[src/verilog/rbms_regs.svh]
/*
 * register offsets, field positions, reset values and timing counts for
 * the boot mode and memory source select block.
 * assumes inclusion by bare name from the package and the design file.
 */
`ifndef RBMS_REGS_SVH
`define RBMS_REGS_SVH

// ---------------------------------------------------------------------
// register byte offsets
// ---------------------------------------------------------------------
`define RBMS_CTRL_OFS      8'h00
`define RBMS_STAT_OFS      8'h04

// ---------------------------------------------------------------------
// field positions and reset values
// ---------------------------------------------------------------------
`define RBMS_CTRL_TSC_BIT  5
`define RBMS_CTRL_RST      32'h0000_0000
`define RBMS_STAT_MODE_BIT 0
`define RBMS_STAT_XSEL_BIT 1
`define RBMS_STAT_XBUS_BIT 2

// ---------------------------------------------------------------------
// memory map and reset vector
// ---------------------------------------------------------------------
`define RBMS_ROM_BASE      16'hF800
`define RBMS_ROM_TOP       16'hFFFF
`define RBMS_VEC_LO        16'hFFFC
`define RBMS_VEC_HI        16'hFFFD

// ---------------------------------------------------------------------
// timing: strap must be low one clock after release (4 ns at 250 MHz); the design samples the pin at the second clock
// ---------------------------------------------------------------------
`define RBMS_CLK_PS        4000
`define RBMS_STRAP_HOLD_PS 4000
`define RBMS_STRAP_HOLD_CY \
    ((`RBMS_STRAP_HOLD_PS + `RBMS_CLK_PS - 1) / `RBMS_CLK_PS)

`endif

[src/verilog/rbms_pkg.sv]
/*
 * types for the boot mode and memory source select block.
 * assumes rbms_regs.svh on the include path.
 */
`default_nettype none
package rbms_pkg;
    `include "rbms_regs.svh"

    // -----------------------------------------------------------------
    // processor-side memory request and answer
    // -----------------------------------------------------------------
    typedef struct packed {
        logic        valid;
        logic        write;
        logic [15:0] addr;
        logic [7:0]  wdata;
    } rbms_cpu_req_t;

    typedef struct packed {
        logic        ext_cycle;
        logic        int_rom_sel;
        logic [7:0]  rdata;
    } rbms_cpu_rsp_t;

    typedef enum logic [3:0] {
        RBMS_ST_RESET  = 4'b0001,
        RBMS_ST_SAMPLE = 4'b0010,
        RBMS_ST_VECTOR = 4'b0100,
        RBMS_ST_RUN    = 4'b1000
    } rbms_state_t;
endpackage
`default_nettype wire

[src/verilog/rbms_boot_ctl.sv]
/*
 * boot mode latch, reset vector fetch and rom source switching, with an
 * axi4-lite slave for the bus control bit and a status word.
 * assumes one 250 MHz clock; strap and select pins are asynchronous and
 * are synchronised here; internal rom and external data buses sit outside.
 */
`default_nettype none

`include "rbms_regs.svh"

// Functional notes
// - strap high at reset release selects normal mode, internal rom on top.
// - normal mode fetches reset vector from internal rom FFFC low, FFFD high.
// - normal mode expansion accesses happen only after tristate bit set.
// - prototype mode maps external memory over F800 to FFFF.
// - strap low at reset release selects prototype mode.
// - prototype mode reads reset vector from external FFFC and FFFD.
// - prototype mode ignores the tristate control bit.
// - prototype mode uses rom select pin; high selects external memory.
// - rom select line is high after reset, external memory by default.
// - low rom select restores internal rom in prototype mode.
// - normal mode expansion bus active only while tristate bit set.
// - prototype rom region always drives external bus; only data switches.
module rbms_boot_ctl (
    // clock and reset
    input  wire logic                  i_core_clk,
    input  wire logic                  i_resetn,
    // pins
    input  wire logic                  i_bus_enable_strap,
    input  wire logic                  i_external_rom_select,
    output logic                       o_external_rom_select_o,
    output logic                       o_external_rom_select_oe,
    // processor side
    input  wire rbms_pkg::rbms_cpu_req_t i_cpu_req,
    output rbms_pkg::rbms_cpu_rsp_t    o_cpu_rsp,
    output logic                       o_vec_valid,
    output logic [15:0]                o_vec_addr,
    output logic                       o_cpu_run,
    // memory data sources
    input  wire logic [7:0]            i_int_rom_data,
    input  wire logic [7:0]            i_ext_data,
    // expansion bus
    output logic                       o_xbus_active,
    output logic [15:0]                o_xbus_addr,
    // axi4-lite slave
    input  wire logic [7:0]            i_awaddr,
    input  wire logic                  i_awvalid,
    output logic                       o_awready,
    input  wire logic [31:0]           i_wdata,
    input  wire logic [3:0]            i_wstrb,
    input  wire logic                  i_wvalid,
    output logic                       o_wready,
    output logic [1:0]                 o_bresp,
    output logic                       o_bvalid,
    input  wire logic                  i_bready,
    input  wire logic [7:0]            i_araddr,
    input  wire logic                  i_arvalid,
    output logic                       o_arready,
    output logic [31:0]                o_rdata,
    output logic [1:0]                 o_rresp,
    output logic                       o_rvalid,
    input  wire logic                  i_rready
);
    import rbms_pkg::*;

    // -----------------------------------------------------------------
    // pin synchronisers
    // -----------------------------------------------------------------
    logic [1:0] strap_sync_reg;
    logic [1:0] xsel_sync_reg;
    always_ff @(posedge i_core_clk or negedge i_resetn) begin
        if (!i_resetn) begin
            strap_sync_reg <= 2'h3;
            xsel_sync_reg  <= 2'h3;
        end else begin
            strap_sync_reg <= {strap_sync_reg[0], i_bus_enable_strap};
            xsel_sync_reg  <= {xsel_sync_reg[0], i_external_rom_select};
        end
    end

    // -----------------------------------------------------------------
    // boot sequence
    // -----------------------------------------------------------------
    rbms_state_t state_reg;
    rbms_state_t state_next;
    logic        proto_mode_reg;
    logic        vec_hi_reg;
    logic [2:0]  wait_reg;

    // strap reaches the sampler after the synchroniser, so the sample is
    // taken four clocks after release, from the strap seen at the second clock
    always_comb begin
        state_next = state_reg;
        case (state_reg)
            RBMS_ST_RESET:  state_next = RBMS_ST_SAMPLE;
            RBMS_ST_SAMPLE: begin
                if (wait_reg == 3'h0) begin
                    state_next = RBMS_ST_VECTOR;
                end
            end
            RBMS_ST_VECTOR: begin
                if (vec_hi_reg) begin
                    state_next = RBMS_ST_RUN;
                end
            end
            RBMS_ST_RUN:    state_next = RBMS_ST_RUN;
            default:        state_next = RBMS_ST_RESET;
        endcase
    end

    always_ff @(posedge i_core_clk or negedge i_resetn) begin
        if (!i_resetn) begin
            state_reg <= RBMS_ST_RESET;
        end else begin
            state_reg <= state_next;
        end
    end

    always_ff @(posedge i_core_clk or negedge i_resetn) begin
        if (!i_resetn) begin
            wait_reg <= 3'h2;
        end else if (state_reg == RBMS_ST_SAMPLE && wait_reg != 3'h0) begin
            wait_reg <= wait_reg - 3'h1;
        end
    end

    // mode caught once, at the end of the sample window
    always_ff @(posedge i_core_clk or negedge i_resetn) begin
        if (!i_resetn) begin
            proto_mode_reg <= 1'b0;
        end else if (state_reg == RBMS_ST_SAMPLE && wait_reg == 3'h0) begin
            proto_mode_reg <= ~strap_sync_reg[1];
        end
    end

    always_ff @(posedge i_core_clk or negedge i_resetn) begin
        if (!i_resetn) begin
            vec_hi_reg <= 1'b0;
        end else if (state_reg == RBMS_ST_VECTOR) begin
            vec_hi_reg <= 1'b1;
        end
    end

    // vector fetch: low byte then high byte
    logic vec_phase;
    assign vec_phase  = (state_reg == RBMS_ST_VECTOR);
    assign o_vec_valid = vec_phase;
    assign o_vec_addr  = vec_hi_reg ? `RBMS_VEC_HI : `RBMS_VEC_LO;
    assign o_cpu_run   = (state_reg == RBMS_ST_RUN);

    // -----------------------------------------------------------------
    // memory source selection
    // -----------------------------------------------------------------
    function automatic logic in_rom_region(input logic [15:0] a);
        in_rom_region = (a >= `RBMS_ROM_BASE) && (a <= `RBMS_ROM_TOP);
    endfunction

    logic        tsc_reg;
    logic [15:0] cur_addr;
    logic        cur_valid;
    logic        in_rom;
    logic        use_ext;

    assign cur_addr  = vec_phase ? o_vec_addr : i_cpu_req.addr;
    assign cur_valid = vec_phase | (o_cpu_run & i_cpu_req.valid);
    assign in_rom    = in_rom_region(cur_addr);
    // pin defaults high through the synchroniser reset value
    assign use_ext   = proto_mode_reg & xsel_sync_reg[1];

    // -----------------------------------------------------------------
    // expansion bus gating
    // -----------------------------------------------------------------
    logic ext_cycle;
    always_comb begin
        if (proto_mode_reg) begin
            ext_cycle = cur_valid;
        end else begin
            ext_cycle = cur_valid & tsc_reg & ~in_rom;
        end
    end

    logic [15:0] xaddr_reg;
    logic        xact_reg;
    always_ff @(posedge i_core_clk or negedge i_resetn) begin
        if (!i_resetn) begin
            xact_reg  <= 1'b0;
            xaddr_reg <= 16'h0000;
        end else begin
            xact_reg  <= ext_cycle;
            xaddr_reg <= ext_cycle ? cur_addr : xaddr_reg;
        end
    end
    assign o_xbus_active = xact_reg;
    assign o_xbus_addr   = xaddr_reg;

    rbms_cpu_rsp_t rsp_reg;
    always_ff @(posedge i_core_clk or negedge i_resetn) begin
        if (!i_resetn) begin
            rsp_reg <= '0;
        end else begin
            rsp_reg.ext_cycle   <= ext_cycle;
            rsp_reg.int_rom_sel <= in_rom & ~use_ext;
            // only returned data switches between sources
            if (in_rom && !use_ext) begin
                rsp_reg.rdata <= i_int_rom_data;
            end else begin
                rsp_reg.rdata <= i_ext_data;
            end
        end
    end
    assign o_cpu_rsp = rsp_reg;

    // pin is input-only here; never driven
    assign o_external_rom_select_o  = 1'b1;
    assign o_external_rom_select_oe = 1'b0;

    // -----------------------------------------------------------------
    // axi4-lite slave
    // -----------------------------------------------------------------
    logic        aw_full_reg;
    logic        w_full_reg;
    logic [7:0]  aw_addr_reg;
    logic [31:0] w_data_reg;
    logic [3:0]  w_strb_reg;
    logic        bvalid_reg;
    logic [1:0]  bresp_reg;
    logic        do_write;

    assign o_awready = ~aw_full_reg & ~bvalid_reg;
    assign o_wready  = ~w_full_reg & ~bvalid_reg;
    assign do_write  = aw_full_reg & w_full_reg & ~bvalid_reg;

    always_ff @(posedge i_core_clk or negedge i_resetn) begin
        if (!i_resetn) begin
            aw_full_reg <= 1'b0;
            aw_addr_reg <= 8'h00;
        end else if (i_awvalid && o_awready) begin
            aw_full_reg <= 1'b1;
            aw_addr_reg <= i_awaddr;
        end else if (do_write) begin
            aw_full_reg <= 1'b0;
        end
    end

    always_ff @(posedge i_core_clk or negedge i_resetn) begin
        if (!i_resetn) begin
            w_full_reg <= 1'b0;
            w_data_reg <= 32'h0000_0000;
            w_strb_reg <= 4'h0;
        end else if (i_wvalid && o_wready) begin
            w_full_reg <= 1'b1;
            w_data_reg <= i_wdata;
            w_strb_reg <= i_wstrb;
        end else if (do_write) begin
            w_full_reg <= 1'b0;
        end
    end

    always_ff @(posedge i_core_clk or negedge i_resetn) begin
        if (!i_resetn) begin
            tsc_reg <= 1'(`RBMS_CTRL_RST >> `RBMS_CTRL_TSC_BIT);
        end else if (do_write && aw_addr_reg == `RBMS_CTRL_OFS
                     && w_strb_reg[0]) begin
            tsc_reg <= w_data_reg[`RBMS_CTRL_TSC_BIT];
        end
    end

    always_ff @(posedge i_core_clk or negedge i_resetn) begin
        if (!i_resetn) begin
            bvalid_reg <= 1'b0;
            bresp_reg  <= 2'h0;
        end else if (do_write) begin
            bvalid_reg <= 1'b1;
            bresp_reg  <= (aw_addr_reg == `RBMS_CTRL_OFS) ? 2'h0 : 2'h2;
        end else if (i_bready) begin
            bvalid_reg <= 1'b0;
        end
    end
    assign o_bvalid = bvalid_reg;
    assign o_bresp  = bresp_reg;

    logic        rvalid_reg;
    logic [31:0] rdata_reg;
    logic [1:0]  rresp_reg;
    assign o_arready = ~rvalid_reg;

    always_ff @(posedge i_core_clk or negedge i_resetn) begin
        if (!i_resetn) begin
            rvalid_reg <= 1'b0;
            rdata_reg  <= 32'h0000_0000;
            rresp_reg  <= 2'h0;
        end else if (i_arvalid && o_arready) begin
            rvalid_reg <= 1'b1;
            rresp_reg  <= 2'h0;
            rdata_reg  <= 32'h0000_0000;
            case (i_araddr)
                `RBMS_CTRL_OFS: begin
                    rdata_reg[`RBMS_CTRL_TSC_BIT] <= tsc_reg;
                end
                `RBMS_STAT_OFS: begin
                    rdata_reg[`RBMS_STAT_MODE_BIT] <= proto_mode_reg;
                    rdata_reg[`RBMS_STAT_XSEL_BIT] <= use_ext;
                    rdata_reg[`RBMS_STAT_XBUS_BIT] <= xact_reg;
                end
                default: rresp_reg <= 2'h2;
            endcase
        end else if (i_rready) begin
            rvalid_reg <= 1'b0;
        end
    end
    assign o_rvalid = rvalid_reg;
    assign o_rdata  = rdata_reg;
    assign o_rresp  = rresp_reg;
endmodule // rbms_boot_ctl
`default_nettype wire

[config.mk]
export PLATFORM = sky130hd
export DESIGN_NAME = rbms_boot_ctl
export DESIGN_NICKNAME = d
export VERILOG_FILES = /design/src/verilog/rbms_pkg.sv /design/src/verilog/rbms_boot_ctl.sv
export VERILOG_INCLUDE_DIRS = /design/src /design/src/verilog
export SDC_FILE = /design/constraint.sdc
export NUM_CORES = 1
export LEC_CHECK = 0
export ABC_AREA = 1
export ABC_CLOCK_PERIOD_IN_PS = 1450
export BUFFER_PORTS_ARGS = -buffer_cell sky130_fd_sc_hd__buf_4
export CORE_MARGIN = 2
export CORE_UTILIZATION = 39
export CTS_BUF_LIST = sky130_fd_sc_hd__clkbuf_8
export DETAILED_ROUTE_END_ITERATION = 12
export MAX_ROUTING_LAYER = met4
export PLACE_DENSITY = 0.88
export SLEW_MARGIN = 20
export SYNTH_ARGS = -nofsm -noshare
export SYNTH_HDL_FRONTEND = slang
export SYNTH_SLANG_ARGS = --single-unit
[constraint.sdc]
create_clock -name i_core_clk -period 1.45 [get_ports i_core_clk]
set_input_delay 0.2175 -clock i_core_clk [delete_from_list [all_inputs] [get_ports i_core_clk]]
set_output_delay 0.2175 -clock i_core_clk [all_outputs]
set_load 0.02 [all_outputs]
---- Word level (Yosys, flattened, before mapping) ----
Cells that the tools add are included.
word-level totals
  bits in registers ....................... 67
  bits of input ports ..................... 103
  output and inout bits ................... 88
  logic and storage cells ................. 86
cells by class
  add/subtract/negate cells ............... 1
  $lt $le $gt $ge ......................... 2
  equal/unequal tests ..................... 7
  muxes and demuxes ....................... 18
  bitwise logic cells ..................... 17
  reductions and logical operators ........ 20
operators with widths
  kind                                                                      count
  16-bit >= comparator (second input constant)                              1
  16-bit less-or-equal comparator (second input constant)                   1
  8-bit logical NOT                                                         2
  16-bit 2-to-1 mux                                                         1
  4-bit one-hot mux with 4 select lines                                     1
  1-bit 2-to-1 mux                                                          10
  1-bit AND                                                                 9
  1-bit logical AND                                                         9
  8-bit by 3-bit == test with 1-bit output (second input constant)          1
  4-bit 2-to-1 mux                                                          2
  8-bit 2-to-1 mux                                                          1
  2-bit nonzero test                                                        4
  1-bit NOT                                                                 7
  4-bit by 1-bit == test with 1-bit output (second input constant)          1
  4-bit by 2-bit == test with 1-bit output (second input constant)          1
  4-bit by 3-bit == test with 1-bit output (second input constant)          1
  4-bit == test (second input constant)                                     1
  2-bit 2-to-1 mux                                                          2
  3-bit logical NOT                                                         1
  3-bit 2-to-1 mux                                                          1
  3-bit nonzero test                                                        1
  3-bit by 1-bit subtractor with 3-bit output (second input constant)       1
  2-bit by 1-bit inequality test with 1-bit output (second input constant)  1
  2-bit inequality test (second input constant)                             1
  other kinds (4)                                                           4

---- Depth between registers and ports, before layout ----
  depth in word-level cells ............... 7
  gate-level depth with buffers ........... 11
  mapped depth without buffers ............ 9

---- Worst setup path after synthesis ----
OpenSTA, ideal clock, no wires.
  kind .................................... reg2reg
  from .................................... reg wait_reg[1]
  to ...................................... reg wait_reg[0]
  arrival time ............................ 1.459 ns
  data required time ...................... 1.317 ns
  slack ................................... -0.142 ns
  cell stages (with the launch flop) ...... 7
  path buffers ............................ 1
  path through ............................ dfstp_2 > inv_1 > ha_1 > ha_1 > or2_2 > clkbuf_1 > xor2_1
on the way
  word-level cells in the longest chain between the ends .. 2
RTL lines
  what                    line                  source
  from (decl)             rbms_boot_ctl.sv:88   logic [2:0] wait_reg;
  from (signal assigned)  rbms_boot_ctl.sv:123  wait_reg <= wait_reg - 3'h1;
  3-bit nonzero test      rbms_boot_ctl.sv:122  end else if (state_reg == RBMS_ST_SAMPLE && wait_reg != 3'h0) begin
  1-bit logical AND       rbms_boot_ctl.sv:122
No other way between the ends.
A chain may end at the register's enable or synchronous reset.

---- Final worst setup path ----
  from .................................... reg state_reg[3]
  to ...................................... reg xaddr_reg[2], in the netlist o_xbus_addr[2]
on the way
  word-level cells in the longest chain between the ends .. 7
  elaborated cells between the ends (all ways) .. 12
RTL lines
  what                                                                                             line                  source
  from (decl)                                                                                      rbms_boot_ctl.sv:84   rbms_state_t state_reg;
  from (signal assigned)                                                                           rbms_boot_ctl.sv:115  state_reg <= state_next;
  4-bit by 3-bit == test with 1-bit output                                                         rbms_boot_ctl.sv:146  assign vec_phase = (state_reg == RBMS_ST_VECTOR);
  16-bit 2-to-1 mux                                                                                rbms_boot_ctl.sv:164  assign cur_addr = vec_phase ? o_vec_addr : i_cpu_req.addr;
  16-bit >= comparator (no source line) / 16-bit less-or-equal comparator (equally long branches)  --
  1-bit logical AND                                                                                rbms_boot_ctl.sv:155  in_rom_region = (a >= `RBMS_ROM_BASE) && (a <= `RBMS_ROM_TOP);
  1-bit NOT                                                                                        rbms_boot_ctl.sv:178  ext_cycle = cur_valid & tsc_reg & ~in_rom;
  1-bit AND                                                                                        rbms_boot_ctl.sv:178
  1-bit 2-to-1 mux                                                                                 rbms_boot_ctl.sv:175  if (proto_mode_reg) begin
  to (signal assigned)                                                                             rbms_boot_ctl.sv:190  xaddr_reg <= ext_cycle ? cur_addr : xaddr_reg;
  to (decl)                                                                                        rbms_boot_ctl.sv:182  logic [15:0] xaddr_reg;
Parallel ways exist; a longest one is shown, timed or not.

==> impl_metrics.env <==
export IMPL_outcome="complete, but fails checks"
export IMPL_violations="setup timing"
export IMPL_yosys_warnings=0
export IMPL_leakagePower_uw=0.00224
export IMPL_p_int_uw=3390
export IMPL_avgSynthCellArea_um2=9.08
export IMPL_cp_cell_sequence="nor2_4 -> nand2_4 -> buf_6 -> buf_6 -> o21ai_4 -> nand3_2 -> nand3_4 -> buf_4 -> nand2_4 -> nand2_1 -> nand2_1"
export IMPL_worstPathMaxFanout=5
export IMPL_gr_total_overflow=0
export IMPL_port_buffers=100
export IMPL_switching_share_pct=31.3
export IMPL_met1Wirelength_um=2560
export IMPL_synthCells=324
export IMPL_rrSetupSlack_ns=-0.18
export IMPL_dr_pass1_iters=4
export IMPL_hold_viol=0
export IMPL_worst_clock_skew_ns=0.0139
export IMPL_syn_to_final_growth_pct=41.5
export IMPL_fmax_mhz=612
export IMPL_drive_gt1_share_pct=43.4
export IMPL_drt_drc_violations_left=0
export IMPL_drt_iter0_markers=108
export IMPL_mostFrequentLayoutCell="buf_4"
export IMPL_totalWireLength_um=6640
export IMPL_routed_top_layer="met4"
export IMPL_stdcell_count=551
export IMPL_hold_ws_ns=0.0736
export IMPL_synthDistinctLibCells=31
export IMPL_die_y_um=90.9
export IMPL_setup_viol=26
export IMPL_timing_setup_tns_ns=-3.03
export IMPL_initial_core_util_pct=40.4
export IMPL_seqPwrFrac_pct=44.0
export IMPL_die_w_um=90.9
export IMPL_p_switching_uw=1540
export IMPL_fillers=631
export IMPL_period_needed_ns=1.63
export IMPL_slew_violations=0
export IMPL_gp_congestion=0.789
export IMPL_totalPowerFinal_uw=4940
export IMPL_worstHoldPathType="primary input to flip-flop"
export IMPL_pwr_share_comb_pct=28.4
export IMPL_dp_hpwl_um=4850
export IMPL_core_area_um2=7290
export IMPL_crit_slowest_cell="dfrtp_1"
export IMPL_grt_first_pass_wirelength_um=10600
export IMPL_cts_root_buf="clkbuf_8"
export IMPL_wl_met3_um=440
export IMPL_largest_reg_flops=16
export IMPL_clock_sinks=60
export IMPL_start_kind="flip-flop"
export IMPL_cap_violations=0
export IMPL_grt_start_max_net_pins=30
export IMPL_dieArea_um2=8260
export IMPL_place_ws_ns=-0.0840
export IMPL_vias=2386
export IMPL_multi_input_area_um2=1270
export IMPL_nets=552
export IMPL_powerDensity_nw_per_um2=1190
export IMPL_seqCellArea_um2=1510
export IMPL_path_class="flip-flop to flip-flop"
export IMPL_period_share_pct=113
export IMPL_peakVddDrop_uv=812
export IMPL_cts_path_max_buffers=2
export IMPL_worstHoldPathCells=2
export IMPL_antennaDiodeCount=0
export IMPL_clkPwrFrac_pct=27.6
export IMPL_cts_htree_levels=3
export IMPL_antenna_found_initial=0
export IMPL_io_pins=191
export IMPL_cts_tree="yes"
export IMPL_clk_pin_slew_worst_paths_ns=0.07
export IMPL_final_cell_mix="108 x buf_4, 80 x nand2_1, 54 x dfrtp_1, 47 x conb_1, 26 x inv_1"
export IMPL_cp_required_ns=1.66
export IMPL_cts_buffers=9
export IMPL_rows=31
export IMPL_synthesis_area_um2=2940
export IMPL_met2_length_um=3530
export IMPL_drtAntennaViolNets=0
export IMPL_end_kind="flip-flop"
export IMPL_dp_cells=526
export IMPL_avgViaCountPerCell=4.33
export IMPL_grt_setup_unrepaired="true"
export IMPL_grt_usage_pct=16.2
export IMPL_clock_latency_ns=0.32
export IMPL_cp_data_arrival_time_ns=1.85
export IMPL_post_drt_wl_per_cell_um=12.1
export IMPL_ys_seq_area_share_pct=51.3
export IMPL_grt_pass1_vias=2463
export IMPL_r2r_cells=11
export IMPL_cp_slowest_stage_delay_ns=0.41
export IMPL_synth_seq_cells=60
export IMPL_fin_ws_ns=-0.184
-- path summary, 6_finish.rpt --
kind / start / to
max in group asynchronous: i_resetn / wait_reg[1]
min in group asynchronous: i_resetn / aw_addr_reg[1]
hold / removal: i_bready / o_bvalid
hold reg to reg: xsel_sync_reg[0] / xsel_sync_reg[1]
setup / recovery: state_reg[3] / o_xbus_addr[2]
setup reg to reg: state_reg[3] / o_xbus_addr[2]
-- power groups by stage --
stage	Sequential, uW	Clock [uW]	Combinational, uW
after global placement	2180	0	1290
after floorplan	2300	0	755
final	2170	1360	1400
after detailed placement	2200	0	1340
after CTS	2170	1400	1360
after global routing	2210	1480	1520
-- stage by stage --
step                cell area (um2)  util (%)
finish                         4170      57.1
global route                   4170      57.1
CTS                            3980      54.6
detailed placement             3720      51.0
global placement               3720      51.0
floorplan                      3150         -
-- critical path, delay by kind of cell, from the launching register on --
kind                   cells  cell delay (ns)
AO/OA/AOI/OAI              1             0.06
flip-flops                 1             0.41
AND/OR/NAND/NOR            7             0.63
buffers and inverters      3             0.40
-- per-layer routing --
metal	vias to the layer above	global-route usage (%)
met5	-	-
met4	0	6.94
met3	13	4.51
met2	96	27.6
met1	1118	17.8
li1	1159	-
-- cells in the mapped netlist --
cell      count  area (um2)
nand2_1      89         334
nor2_1       21        78.8
dfstp_2       6         158
nand2_4       1        11.3
nand3_2       1        10.0
xor2_1        1        8.76
a21boi_4      1        18.8
nand3_4       1        17.5
o21bai_1      1        7.51
buf_4        50         375
mux2_2        9         101
nand4_1       2        12.5
clkbuf_1      1        3.75
buf_8         1        15.0
dfrtp_1      54        1350
ha_1          2        25.0
a21oi_1       2        10.0
and3_1        1        6.26
clkinv_1      1        3.75
o21ai_0      10        50.1
buf_6         1        11.3
nand3_1      20         100
nand4_2       1        12.5
or2_2        11        68.8
o21ai_2       1        8.76
conb_1        2        7.51
nor3_1        3        15.0
buf_2         2        10.0
nor2_2        1        6.26
nand2_2       1        6.26
inv_1        26        97.6
-- cell type report --
cell class	instances	share of cell area (%)
Multi-Input combinational cell	229	30.5
Sequential cell	60	36.2
Inverter	27	2.58
Timing Repair Buffer	120	23.5
Tap cell	99	2.97
Clock inverter	7	1.32
Clock buffer	9	2.97
-- kinds of logic (layout without fill, tap and decap cells) --
| family | count (synthesis) | in the layout | share of synthesized area [%] |
|---|---|---|---|
| flops | 60 | 60 | 51.3 |
| xor+xnor | 1 | 1 | 0.298 |
| mux | 9 | 9 | 3.44 |
| fa+ha+maj | 2 | 2 | 0.850 |
| compound gates | 15 | 15 | 3.23 |
| simple gates | 153 | 155 | 23.1 |
| other cells | 2 | 47 | 0.255 |
| buf+inv | 82 | 163 | 17.6 |
-- repair_timing --
action | in CTS | in global routing
endpoints found under the setup margin | 26 | 32
buffers inserted | 1 | 3
resized for setup | 12 | 31
pin swaps | 1 | 4
gates cloned | 0 | 2
hold endpoints to repair | 25 | 0
hold buffers | 3 | 0
(Power assumes the default switching activity.)
